[src/pkg/i2c_flags_pkg.sv]
// Constants for the slave status flag block: register map, flag layout, reset values.
// Assumes a 32-bit AXI4-Lite master and a slave port engine on the same clock.
package i2c_flags_pkg;

    // ----------------------------------------
    // Register byte offsets
    // ----------------------------------------
    localparam logic [7:0] OFS_STATUS = 8'h00;
    localparam logic [7:0] OFS_RX_DATA = 8'h04;
    localparam logic [7:0] OFS_TX_DATA = 8'h08;
    localparam logic [7:0] OFS_IRQ_STATUS = 8'h0c;
    localparam logic [7:0] OFS_IRQ_MASK = 8'h10;
    localparam logic [7:0] OFS_CONTROL = 8'h14;

    // ----------------------------------------
    // Flag layout, shared by status, irq status and mask
    // ----------------------------------------
    localparam int FLAG_W = 7;
    localparam int BIT_BUSY = 0;
    localparam int BIT_NOACK = 1;
    localparam int BIT_RX_OVF = 2;
    localparam int BIT_RX_IRQ = 3;
    localparam int BIT_TX_IRQ = 4;
    localparam int BIT_TX_UNF = 5;
    localparam int BIT_TX_NFULL = 6;

    // Control register: bit 0 flushes the receive FIFO
    localparam int BIT_RX_FLUSH = 0;

    // ----------------------------------------
    // Widths and reset values
    // ----------------------------------------
    localparam int DATA_W = 8;
    localparam logic [FLAG_W-1:0] FLAGS_RST = 7'h00;
    localparam logic [FLAG_W-1:0] MASK_RST = 7'h00;
    localparam logic [DATA_W-1:0] TX_DATA_RST = 8'h00;

    // AXI responses
    localparam logic [1:0] RESP_OKAY = 2'h0;
    localparam logic [1:0] RESP_SLVERR = 2'h2;

endpackage

[src/hdl/flag_bank.sv]
// Bank of sticky flags with per-bit set and clear; set wins over clear.
// Assumes set and clear come from logic on the same clock.
module flag_bank
    import i2c_flags_pkg::*;
(
    // Clock and reset
    input wire logic aclk,
    input wire logic aresetn,
    // Set and clear strobes
    input wire logic [FLAG_W-1:0] set_in,
    input wire logic [FLAG_W-1:0] clr_in,
    // Flag values
    output logic [FLAG_W-1:0] q
);
    logic [FLAG_W-1:0] flag_reg;
    logic [FLAG_W-1:0] flag_next;

    // ----------------------------------------
    // Per-bit next value
    // ----------------------------------------
    for (genvar i = 0; i < FLAG_W; i++) begin : g_bit
        always_comb begin
            flag_next[i] = set_in[i] | (flag_reg[i] & ~clr_in[i]);
        end
    end

    always_ff @(posedge aclk) begin
        if (!aresetn) begin
            flag_reg <= FLAGS_RST;
        end else begin
            flag_reg <= flag_next;
        end
    end

    assign q = flag_reg;
endmodule

[src/hdl/i2c_slave_flags.sv]
// Slave status flags of an I2C slave port, with AXI4-Lite register access and one interrupt.
// Assumes the slave port engine and its FIFOs run on aclk and give single-cycle event pulses.
//
// Added by the designer: the AXI4-Lite interface to the registers and the placing of the registers.
module i2c_slave_flags
    import i2c_flags_pkg::*;
(
    // Clock and reset
    input wire logic aclk,
    input wire logic aresetn,
    // AXI4-Lite write address
    input wire logic [7:0] awaddr,
    input wire logic awvalid,
    output logic awready,
    // AXI4-Lite write data
    input wire logic [31:0] wdata,
    input wire logic [3:0] wstrb,
    input wire logic wvalid,
    output logic wready,
    // AXI4-Lite write response
    output logic [1:0] bresp,
    output logic bvalid,
    input wire logic bready,
    // AXI4-Lite read address
    input wire logic [7:0] araddr,
    input wire logic arvalid,
    output logic arready,
    // AXI4-Lite read data
    output logic [31:0] rdata,
    output logic [1:0] rresp,
    output logic rvalid,
    input wire logic rready,
    // Slave port engine conditions
    input wire logic slave_busy,
    input wire logic read_req_no_data,
    input wire logic rx_byte_done,
    input wire logic tx_done,
    // FIFO conditions
    input wire logic rx_fifo_overflow,
    input wire logic tx_fifo_underflow,
    input wire logic tx_fifo_full,
    input wire logic [i2c_flags_pkg::DATA_W-1:0] rx_fifo_data,
    // FIFO controls
    output logic rx_fifo_pop,
    output logic rx_fifo_flush,
    output logic tx_fifo_push,
    output logic [i2c_flags_pkg::DATA_W-1:0] tx_fifo_data,
    // Interrupt
    output logic irq
);
    import i2c_flags_pkg::*;

    // ----------------------------------------
    // Write channel state
    // ----------------------------------------
    logic aw_hold_reg;
    logic aw_hold_next;
    logic w_hold_reg;
    logic w_hold_next;
    logic [7:0] waddr_reg;
    logic [7:0] waddr_next;
    logic [31:0] wdata_reg;
    logic [31:0] wdata_next;
    logic [3:0] wstrb_reg;
    logic [3:0] wstrb_next;
    logic bvalid_reg;
    logic bvalid_next;
    logic [1:0] bresp_reg;
    logic [1:0] bresp_next;

    logic aw_take;
    logic w_take;
    logic aw_have;
    logic w_have;
    logic do_write;
    logic [7:0] wr_addr;
    logic [31:0] wr_data;
    logic [3:0] wr_strb;
    logic wr_hit;

    assign awready = !aw_hold_reg && !bvalid_reg;
    assign wready = !w_hold_reg && !bvalid_reg;
    assign aw_take = awvalid && awready;
    assign w_take = wvalid && wready;
    assign aw_have = aw_hold_reg || aw_take;
    assign w_have = w_hold_reg || w_take;
    assign do_write = aw_have && w_have;
    assign wr_addr = aw_hold_reg ? waddr_reg : awaddr;
    assign wr_data = w_hold_reg ? wdata_reg : wdata;
    assign wr_strb = w_hold_reg ? wstrb_reg : wstrb;

    always_comb begin
        case (wr_addr)
            OFS_STATUS, OFS_RX_DATA, OFS_TX_DATA, OFS_IRQ_STATUS, OFS_IRQ_MASK, OFS_CONTROL: begin
                wr_hit = 1'b1;
            end
            default: begin
                wr_hit = 1'b0;
            end
        endcase
    end

    always_comb begin
        aw_hold_next = aw_hold_reg;
        w_hold_next = w_hold_reg;
        waddr_next = waddr_reg;
        wdata_next = wdata_reg;
        wstrb_next = wstrb_reg;
        bvalid_next = bvalid_reg;
        bresp_next = bresp_reg;
        if (bvalid_reg && bready) begin
            bvalid_next = 1'b0;
        end
        if (do_write) begin
            aw_hold_next = 1'b0;
            w_hold_next = 1'b0;
            bvalid_next = 1'b1;
            bresp_next = wr_hit ? RESP_OKAY : RESP_SLVERR;
        end else begin
            if (aw_take) begin
                aw_hold_next = 1'b1;
                waddr_next = awaddr;
            end
            if (w_take) begin
                w_hold_next = 1'b1;
                wdata_next = wdata;
                wstrb_next = wstrb;
            end
        end
    end

    always_ff @(posedge aclk) begin
        if (!aresetn) begin
            aw_hold_reg <= 1'b0;
            w_hold_reg <= 1'b0;
            waddr_reg <= 8'h00;
            wdata_reg <= 32'h0000_0000;
            wstrb_reg <= 4'h0;
            bvalid_reg <= 1'b0;
            bresp_reg <= RESP_OKAY;
        end else begin
            aw_hold_reg <= aw_hold_next;
            w_hold_reg <= w_hold_next;
            waddr_reg <= waddr_next;
            wdata_reg <= wdata_next;
            wstrb_reg <= wstrb_next;
            bvalid_reg <= bvalid_next;
            bresp_reg <= bresp_next;
        end
    end

    assign bvalid = bvalid_reg;
    assign bresp = bresp_reg;

    // ----------------------------------------
    // Register write strobes
    // ----------------------------------------
    logic wr_lane0;
    logic wr_status;
    logic wr_tx_data;
    logic wr_irq_status;
    logic wr_irq_mask;
    logic wr_control;

    assign wr_lane0 = do_write && wr_strb[0];
    assign wr_status = do_write && (wr_addr == OFS_STATUS);
    assign wr_tx_data = wr_lane0 && (wr_addr == OFS_TX_DATA);
    assign wr_irq_status = wr_lane0 && (wr_addr == OFS_IRQ_STATUS);
    assign wr_irq_mask = wr_lane0 && (wr_addr == OFS_IRQ_MASK);
    assign wr_control = wr_lane0 && (wr_addr == OFS_CONTROL);

    // ----------------------------------------
    // Read channel
    // ----------------------------------------
    logic rvalid_reg;
    logic rvalid_next;
    logic [31:0] rdata_reg;
    logic [31:0] rdata_next;
    logic [1:0] rresp_reg;
    logic [1:0] rresp_next;
    logic ar_take;
    logic rd_status;
    logic rd_rx_data;

    logic [FLAG_W-1:0] status_q;
    logic [FLAG_W-1:0] irq_status_q;
    logic [FLAG_W-1:0] mask_reg;
    logic [FLAG_W-1:0] mask_next;

    assign arready = !rvalid_reg;
    assign ar_take = arvalid && arready;
    assign rd_status = ar_take && (araddr == OFS_STATUS);
    assign rd_rx_data = ar_take && (araddr == OFS_RX_DATA);

    always_comb begin
        rvalid_next = rvalid_reg;
        rdata_next = rdata_reg;
        rresp_next = rresp_reg;
        if (rvalid_reg && rready) begin
            rvalid_next = 1'b0;
        end
        if (ar_take) begin
            rvalid_next = 1'b1;
            rresp_next = RESP_OKAY;
            rdata_next = 32'h0000_0000;
            case (araddr)
                OFS_STATUS: begin
                    rdata_next[FLAG_W-1:0] = status_q;
                end
                OFS_RX_DATA: begin
                    rdata_next[DATA_W-1:0] = rx_fifo_data;
                end
                OFS_TX_DATA: begin
                    rdata_next[DATA_W-1:0] = tx_fifo_data;
                end
                OFS_IRQ_STATUS: begin
                    rdata_next[FLAG_W-1:0] = irq_status_q;
                end
                OFS_IRQ_MASK: begin
                    rdata_next[FLAG_W-1:0] = mask_reg;
                end
                OFS_CONTROL: begin
                    rdata_next = 32'h0000_0000;
                end
                default: begin
                    rresp_next = RESP_SLVERR;
                end
            endcase
        end
    end

    always_ff @(posedge aclk) begin
        if (!aresetn) begin
            rvalid_reg <= 1'b0;
            rdata_reg <= 32'h0000_0000;
            rresp_reg <= RESP_OKAY;
        end else begin
            rvalid_reg <= rvalid_next;
            rdata_reg <= rdata_next;
            rresp_reg <= rresp_next;
        end
    end

    assign rvalid = rvalid_reg;
    assign rdata = rdata_reg;
    assign rresp = rresp_reg;

    // ----------------------------------------
    // Status flags
    // ----------------------------------------
    logic [FLAG_W-1:0] st_set;
    logic [FLAG_W-1:0] st_clr;

    always_comb begin
        st_set = '0;
        st_clr = '0;
        st_set[BIT_BUSY] = slave_busy;
        st_clr[BIT_BUSY] = !slave_busy;
        st_set[BIT_NOACK] = read_req_no_data;
        st_clr[BIT_NOACK] = rd_status;
        st_set[BIT_RX_OVF] = rx_fifo_overflow;
        st_clr[BIT_RX_OVF] = rd_status;
        st_set[BIT_RX_IRQ] = rx_byte_done;
        st_clr[BIT_RX_IRQ] = rd_rx_data || rx_fifo_flush;
        st_set[BIT_TX_IRQ] = tx_done;
        st_clr[BIT_TX_IRQ] = wr_tx_data;
        st_set[BIT_TX_UNF] = tx_fifo_underflow;
        st_clr[BIT_TX_UNF] = wr_status;
        st_set[BIT_TX_NFULL] = !tx_fifo_full;
        st_clr[BIT_TX_NFULL] = tx_fifo_full;
    end

    flag_bank u_status (
        .aclk(aclk),
        .aresetn(aresetn),
        .set_in(st_set),
        .clr_in(st_clr),
        .q(status_q)
    );

    // ----------------------------------------
    // Interrupt status, mask and output
    // ----------------------------------------
    logic [FLAG_W-1:0] irq_set;
    logic [FLAG_W-1:0] irq_clr;
    logic irq_reg;
    logic irq_next;

    assign irq_set = st_set & ~status_q;
    assign irq_clr = wr_irq_status ? wr_data[FLAG_W-1:0] : '0;

    flag_bank u_irq_status (
        .aclk(aclk),
        .aresetn(aresetn),
        .set_in(irq_set),
        .clr_in(irq_clr),
        .q(irq_status_q)
    );

    always_comb begin
        mask_next = wr_irq_mask ? wr_data[FLAG_W-1:0] : mask_reg;
        irq_next = |(irq_status_q & mask_reg);
    end

    always_ff @(posedge aclk) begin
        if (!aresetn) begin
            mask_reg <= MASK_RST;
            irq_reg <= 1'b0;
        end else begin
            mask_reg <= mask_next;
            irq_reg <= irq_next;
        end
    end

    assign irq = irq_reg;

    // ----------------------------------------
    // FIFO controls
    // ----------------------------------------
    logic [DATA_W-1:0] tx_data_reg;
    logic [DATA_W-1:0] tx_data_next;
    logic tx_push_reg;
    logic tx_push_next;
    logic pop_reg;
    logic pop_next;
    logic flush_reg;
    logic flush_next;

    always_comb begin
        tx_data_next = wr_tx_data ? wr_data[DATA_W-1:0] : tx_data_reg;
        tx_push_next = wr_tx_data;
        pop_next = rd_rx_data;
        flush_next = wr_control && wr_data[BIT_RX_FLUSH];
    end

    always_ff @(posedge aclk) begin
        if (!aresetn) begin
            tx_data_reg <= TX_DATA_RST;
            tx_push_reg <= 1'b0;
            pop_reg <= 1'b0;
            flush_reg <= 1'b0;
        end else begin
            tx_data_reg <= tx_data_next;
            tx_push_reg <= tx_push_next;
            pop_reg <= pop_next;
            flush_reg <= flush_next;
        end
    end

    assign tx_fifo_data = tx_data_reg;
    assign tx_fifo_push = tx_push_reg;
    assign rx_fifo_pop = pop_reg;
    assign rx_fifo_flush = flush_reg;
endmodule

[config.mk]
export PLATFORM = sky130hd
export DESIGN_NAME = i2c_slave_flags
export DESIGN_NICKNAME = d
export VERILOG_FILES = /design/src/pkg/i2c_flags_pkg.sv /design/src/hdl/flag_bank.sv /design/src/hdl/i2c_slave_flags.sv
export SDC_FILE = /design/constraint.sdc
export NUM_CORES = 1
export LEC_CHECK = 0
export BUFFER_PORTS_ARGS = -buffer_cell sky130_fd_sc_hd__buf_2
export CAP_MARGIN = 20
export CORE_UTILIZATION = 52
export DETAILED_ROUTE_END_ITERATION = 6
export GPL_TIMING_DRIVEN = 0
export HOLD_SLACK_MARGIN = 0.05
export PLACE_DENSITY = 0.94
export SYNTH_ARGS = -nofsm -noshare
export SYNTH_HDL_FRONTEND = slang
export SYNTH_HIERARCHICAL = 1
export SYNTH_SLANG_ARGS = --single-unit
export TNS_END_PERCENT = 100
[constraint.sdc]
create_clock -name aclk -period 4 [get_ports aclk]
set_clock_uncertainty 0.15 [all_clocks]
set_input_delay 0.2 -clock aclk [delete_from_list [all_inputs] [get_ports aclk]]
set_output_delay 0.2 -clock aclk [all_outputs]
set_load 0.02 [all_outputs]
Word level (Yosys, flattened, before mapping)
Index checks and enable logic that the tools add are counted.
{ "op_classes": {"n_eq_ne": 10, "mux": 13, "n_reduce_logical": 35, "n_bitwise": 45} }
{ "ops": {"columns": ["operator", "n"], "rows": [
  ["7-bit one-hot mux with 5 select lines", 1],
  ["8-bit by 4-bit == test with 1-bit output, second input constant", 4],
  ["8-bit by 5-bit == test with 1-bit output, second input constant", 4],
  ["1-bit logical AND", 17],
  ["8-bit by 3-bit == test with 1-bit output, second input constant", 2],
  ["8-bit zero test", 2],
  ["8-bit 2-to-1 mux", 2],
  ["1-bit bitwise AND", 14],
  ["7-bit bitwise AND", 2],
  ["1-bit NOT", 14],
  ["1-bit OR", 14],
  ["6-bit OR reduction", 2],
  ["7-bit 2-to-1 mux", 1],
  ["7-bit NOT", 1],
  ["7-bit OR reduction", 1],
  ["1-bit 2-to-1 mux", 6],
  ["1-bit zero test", 5],
  ["2-bit 2-to-1 mux", 2],
  ["2-bit AND reduction", 2],
  ["2-bit nonzero test", 2],
  ["1-bit logical OR", 3],
  ["1-bit one-hot mux with 2 select lines", 1],
  ["2-bit OR reduction", 1]
]} }
{ "totals": {"out_inout_bits": 53, "elab_cells": 121, "input_bits": 74, "reg_bits": 66} }

Logic depth before layout (Yosys ltp)
{ "logic_depth": {"ltp_word": 11, "mapped_depth": 7, "depth_no_buf": 6} }

Modules after synthesis
Netlist, hierarchy kept.
{ "modules_own_cells": {"columns": ["mod", "area_per_inst_um2", "cells_per_inst", "seq_area_each_um2", "n_inst"], "rows": [
  ["i2c_slave_flags", 2681.3, 288, 1001.0, 1],
  ["flag_bank", 236.5, 21, 140.1, 2]
]} }

Worst setup path after synthesis
Ideal clock, no wire load.
{ "synth_path": {"kind": "register -> register", "startpoint": "register aw_hold_reg", "endpoint": "register u_irq_status.flag_reg[0] (netlist: u_irq_status/q[0])", "stages_incl_launch_ff": 8, "setup_time_ps": 115, "t_arrival_ps": 1481, "n_path_buf": 1, "setup_slack_ps": 2255, "period_less_slack_ps": 1745, "t_required_ps": 3735, "path_cell_list": "dfxtp_1 -> buf_4 -> nor4b_1 -> a22o_1 -> nand4_1 -> nor2_1 -> nor2b_1 -> o21a_1"} }
{ "synth_between": {"elab_chain_len": 11, "elab_cells_between_ends": 13, "cone_classes": "1 x eq/ne; 2 x mux; 3 x bitwise; 7 x reduce/logical"} }
{ "synth_lines": {"columns": ["item", "line_no", "text"], "rows": [
  ["start, declared", "i2c_slave_flags.sv:56", "logic aw_hold_reg;"],
  ["start signal, assigned", "i2c_slave_flags.sv:142", "aw_hold_reg <= aw_hold_next;"],
  ["1-bit zero test", "i2c_slave_flags.sv:81", "assign awready = !aw_hold_reg && !bvalid_reg;"],
  ["1-bit logical AND", "i2c_slave_flags.sv:81", null],
  ["1-bit logical AND", "i2c_slave_flags.sv:83", "assign aw_take = awvalid && awready;"],
  ["1-bit logical OR", "i2c_slave_flags.sv:85", "assign aw_have = aw_hold_reg || aw_take;"],
  ["1-bit logical AND", "i2c_slave_flags.sv:87", "assign do_write = aw_have && w_have;"],
  ["1-bit logical AND", "i2c_slave_flags.sv:165", "assign wr_lane0 = do_write && wr_strb[0];"],
  ["1-bit logical AND (*)", "i2c_slave_flags.sv:168", "assign wr_irq_status = wr_lane0 && (wr_addr == OFS_IRQ_STATUS);"],
  ["7-bit 2-to-1 mux (*)", "i2c_slave_flags.sv:290", "assign irq_clr = wr_irq_status ? wr_data[FLAG_W-1:0] : '0;"],
  ["via irq_clr[0]", "i2c_slave_flags.sv:285", "logic [FLAG_W-1:0] irq_clr;"],
  ["1-bit NOT (*)", "flag_bank.sv:23", "flag_next[i] = set_in[i] | (flag_reg[i] & ~clr_in[i]);"],
  ["1-bit bitwise AND (*)", "flag_bank.sv:23", null],
  ["1-bit OR (*)", "flag_bank.sv:23", null],
  ["end signal, assigned", "flag_bank.sv:31", "flag_reg <= flag_next;"],
  ["end, declared", "flag_bank.sv:15", "logic [FLAG_W-1:0] flag_reg;"]
]} }
The timed path passes the listed nets; every way through them passes the cells marked *.
A chain may end at the register's enable or synchronous reset.

Worst setup path after layout
{ "layout_path": {"startpoint": "input awaddr[0]", "endpoint": "register u_irq_status.flag_reg[4] (netlist: u_irq_status/q[4])"} }
{ "layout_between": {"elab_chain_len": 7} }
{ "layout_lines": {"columns": ["item", "line_no", "text"], "rows": [
  ["start, declared", "i2c_slave_flags.sv:12", "input wire logic [7:0] awaddr,"],
  ["8-bit 2-to-1 mux", "i2c_slave_flags.sv:88", "assign wr_addr = aw_hold_reg ? waddr_reg : awaddr;"],
  ["8-bit by 4-bit == test with 1-bit output", "i2c_slave_flags.sv:168", null],
  ["1-bit logical AND", "i2c_slave_flags.sv:168", null],
  ["7-bit 2-to-1 mux", "i2c_slave_flags.sv:290", null],
  ["via irq_clr[4]", "i2c_slave_flags.sv:285", null],
  ["1-bit NOT", "flag_bank.sv:23", null],
  ["1-bit bitwise AND", "flag_bank.sv:23", null],
  ["1-bit OR", "flag_bank.sv:23", null]
]} }
The timed path passes the listed nets, and every way through them passes these cells.

==> results.yml <==
logic_synthesis:
  ys_ff_latch: 64
  async_reset_ff_share_pct: 0
  synth-simple-area-share_pct: 20.2
  yosys.area_share.xor_xnor_pct: 0
  synth_ff_type: "dfxtp_1"
  synth_fa_ha_area_share_pct: 0
  synth_mux_area_share_pct: 18.4
  yosysSeqAreaShare_pct: 40.6
  syn_area_mm2: 0.00315
  ys_types: 40
  yosys_warnings: 6
  syn_area_per_cell_um2: 9.56
  synth_compound_area_share_pct: 11.8
  synth_top_family_by_area: "simple AND/OR/NAND/NOR gates"
  synthCells: 330
  synth-edff-count: 0
clock_tree:
  cts.sinks: 64
  cts_resized: 0
  clk_pin_slew_ps: 60
  htree_levels: 3
  insertion_delay_ps: 350
  cts_buffers: 9
  clockBufferDepth: 2
  cts_tree: "done"
  cts_root_buf: "clkbuf_8"
sta:
  max_freq_mhz: 413
  tightest_slew_ps: 623
  tns_ps: 0
  hold-worst-slack_ps: 81.3
  final_hold_viol_count: 0
  slew_viol_final: 0
  rsz0062_at_grt: "false"
  period_minus_slack_ps: 2420
  slew_headroom_pct: 58.4
  fin_crit_sh_pct: 60.6
  setup_viol: 0
  setup_slack_ps: 1580
final_layout:
  synthToLayoutAreaGrowth_pct: 31.5
  drive_gt1_share_pct: 28.1
  n_antenna_cell: 0
  nNetsFinal: 541
  final_util_pct: 70.5
  fillers: 422
  final_cells: 544
global_route:
  grt_antenna_before_repair: 0
  grtUsageTotal_pct: 28.6
  grt_pass1_wl_um: 13500
  grt_overflow: 0
  grt_max_degree: 20
  grt_pass1_vias: 2759
setup_path:
  path_class: "input pin to flop"
  cp-start-kind: "input pin"
  critPathLaunch: "awaddr[0]"
  cp_max_fo: 7
  crit_arrival_ps: 2510
  worst-endpoint-required_ps: 4080
  endpoint_kind: "flop"
  reg2reg_from: "aw_hold_reg"
floorplanning:
  core_area_mm2: 0.00589
  rows: 28
  io_pins: 127
  die_x_um: 79.9
  dieArea_mm2: 0.00638
  start_util_pct: 53.6
  fp.dieH_um: 79.9
place:
  hpwlAfterDp_um: 5720
  dp_slack_ps: 1850
  gp_congestion: 0.882
  place_inst: 503
  port_buffers: 73
pwr:
  powerDensity_mw_per_mm2: 352
  peakVddDrop_v: 0.000281
  p_leak_nw: 2.02
run_status:
  outcome: "finished clean"
detailed_routing:
  first_iter_violations: 264
  num_vias: 3014
  viasPerCell: 5.54
  ant_nets: 0
  drt-pass1-iter-count: 5
  wl_um: 8780
  drcViolationCount: 0
  routedWlPerCell_um: 16.1
min_path:
  hold_class: "input pin to flop"
  hold_start: "araddr[4]"
flow_run:
  max_cap_violations: 0
[worst max-delay path: stages]
cell	delay [ps]
dlygate4sd3_1	540
buf_2	130
nor4_1	340
a22o_1	360
nand4_1	400
nor2_1	270
nor2b_1	90
o21a_1	180
[routing by layer]
metal	GRT usage, %	share of wire [%]
met5	0	0
met4	15.0	3.3
met3	7.66	10
met2	47.8	48
met1	33.5	38
[power breakdown]
part	internal [mW]	switching, mW	leakage [nW]
combinational	0.131	0.159	1.41
sequential	0.668	0.0226	0.524
clock	0.247	0.232	0.0842
[synthesized netlist by cell type (all sizes together), types with 2 or more instances]
cell type  instances  share of area (%)
mux4               7                5.0
o21a              15                3.6
nor2b             20                4.0
a211oi             3                1.1
nand3b             6                1.4
nor4               2               0.87
nor3               7                1.5
nor2              44                5.2
nand4              3                1.3
mux2i             41                 13
a221oi             7                1.9
buf               32                7.2
nand3              2               0.32
a21oi              7                1.1
inv                5               0.60
a22oi              3               0.71
clkbuf             8               0.95
o21ai             11                1.7
nand2b            13                2.6
dfxtp             64                 41
nand2             18                2.1
[stage by stage]
| step | total power, mW | cell area [um^2] |
|---|---|---|
| 2_1_floorplan | 0.883 | 3250 |
| 3_3_place_gp | 0.952 | 3710 |
| 3_5_place_dp | 0.962 | 3710 |
| 4_1_cts | 1.44 | 4150 |
| 5_1_grt | 1.51 | 4150 |
| 6_report | 1.46 | 4150 |
[cell families (layout without fill, tap and decap cells)]
family / after synthesis / after routing
muxes: 49 / 49
AOI/OAI and AO/OA: 52 / 52
and+or+nand+nor: 118 / 118
other: 1 / 26
DFF: 64 / 64
buffers and inverters: 46 / 160
[layout by cell type (no fill, tap or decap), types with 2 or more instances in the layout]
master / Yosys / routed
buf_2: 5 / 78
dfxtp_1: 64 / 64
nor2_1: 44 / 44
mux2i_1: 41 / 41
dlygate4sd3_1: 0 / 28
buf_4: 27 / 27
conb_1: 1 / 26
nor2b_1: 20 / 20
nand2_1: 18 / 18
o21a_1: 15 / 15
nand2b_1: 13 / 13
clkbuf_8: 0 / 11
o21ai_0: 10 / 10
clkbuf_1: 8 / 9
a21oi_1: 7 / 7
mux4_2: 7 / 7
a221oi_1: 7 / 7
nand3b_1: 6 / 6
nor3_1: 6 / 6
inv_1: 5 / 5
a22oi_1: 3 / 3
nand3_1: 2 / 2
a211oi_1: 2 / 2
[final cells by class]
type                       instances  area [um^2]  share of cell area [%]
inverter                           6         22.5                   0.543
sequential                        64         1280                    30.9
buffer                            40          258                    6.21
timing repair buffer             101          646                    15.6
clock inverter                     1         5.00                   0.121
tap                               75         93.8                    2.26
multi-input combinational        245         1690                    40.7
clock buffer                      12          155                    3.74
[worst paths after layout]
check	to	slack, ps	cells past startpoint
setup / recovery	u_irq_status/q[4]	1580	8
hold reg to reg	mask_reg[2]	330	2
hold / removal	rresp[1]	80	3
setup reg to reg	u_irq_status/q[4]	1690	7
[repair_timing]
item / CTS / global route
endpoints found under the hold margin: 29 / 0
buffers inserted: 0 / 0
hold buffers: 28 / 0
Note: power is estimated with default switching activity, not from simulation.
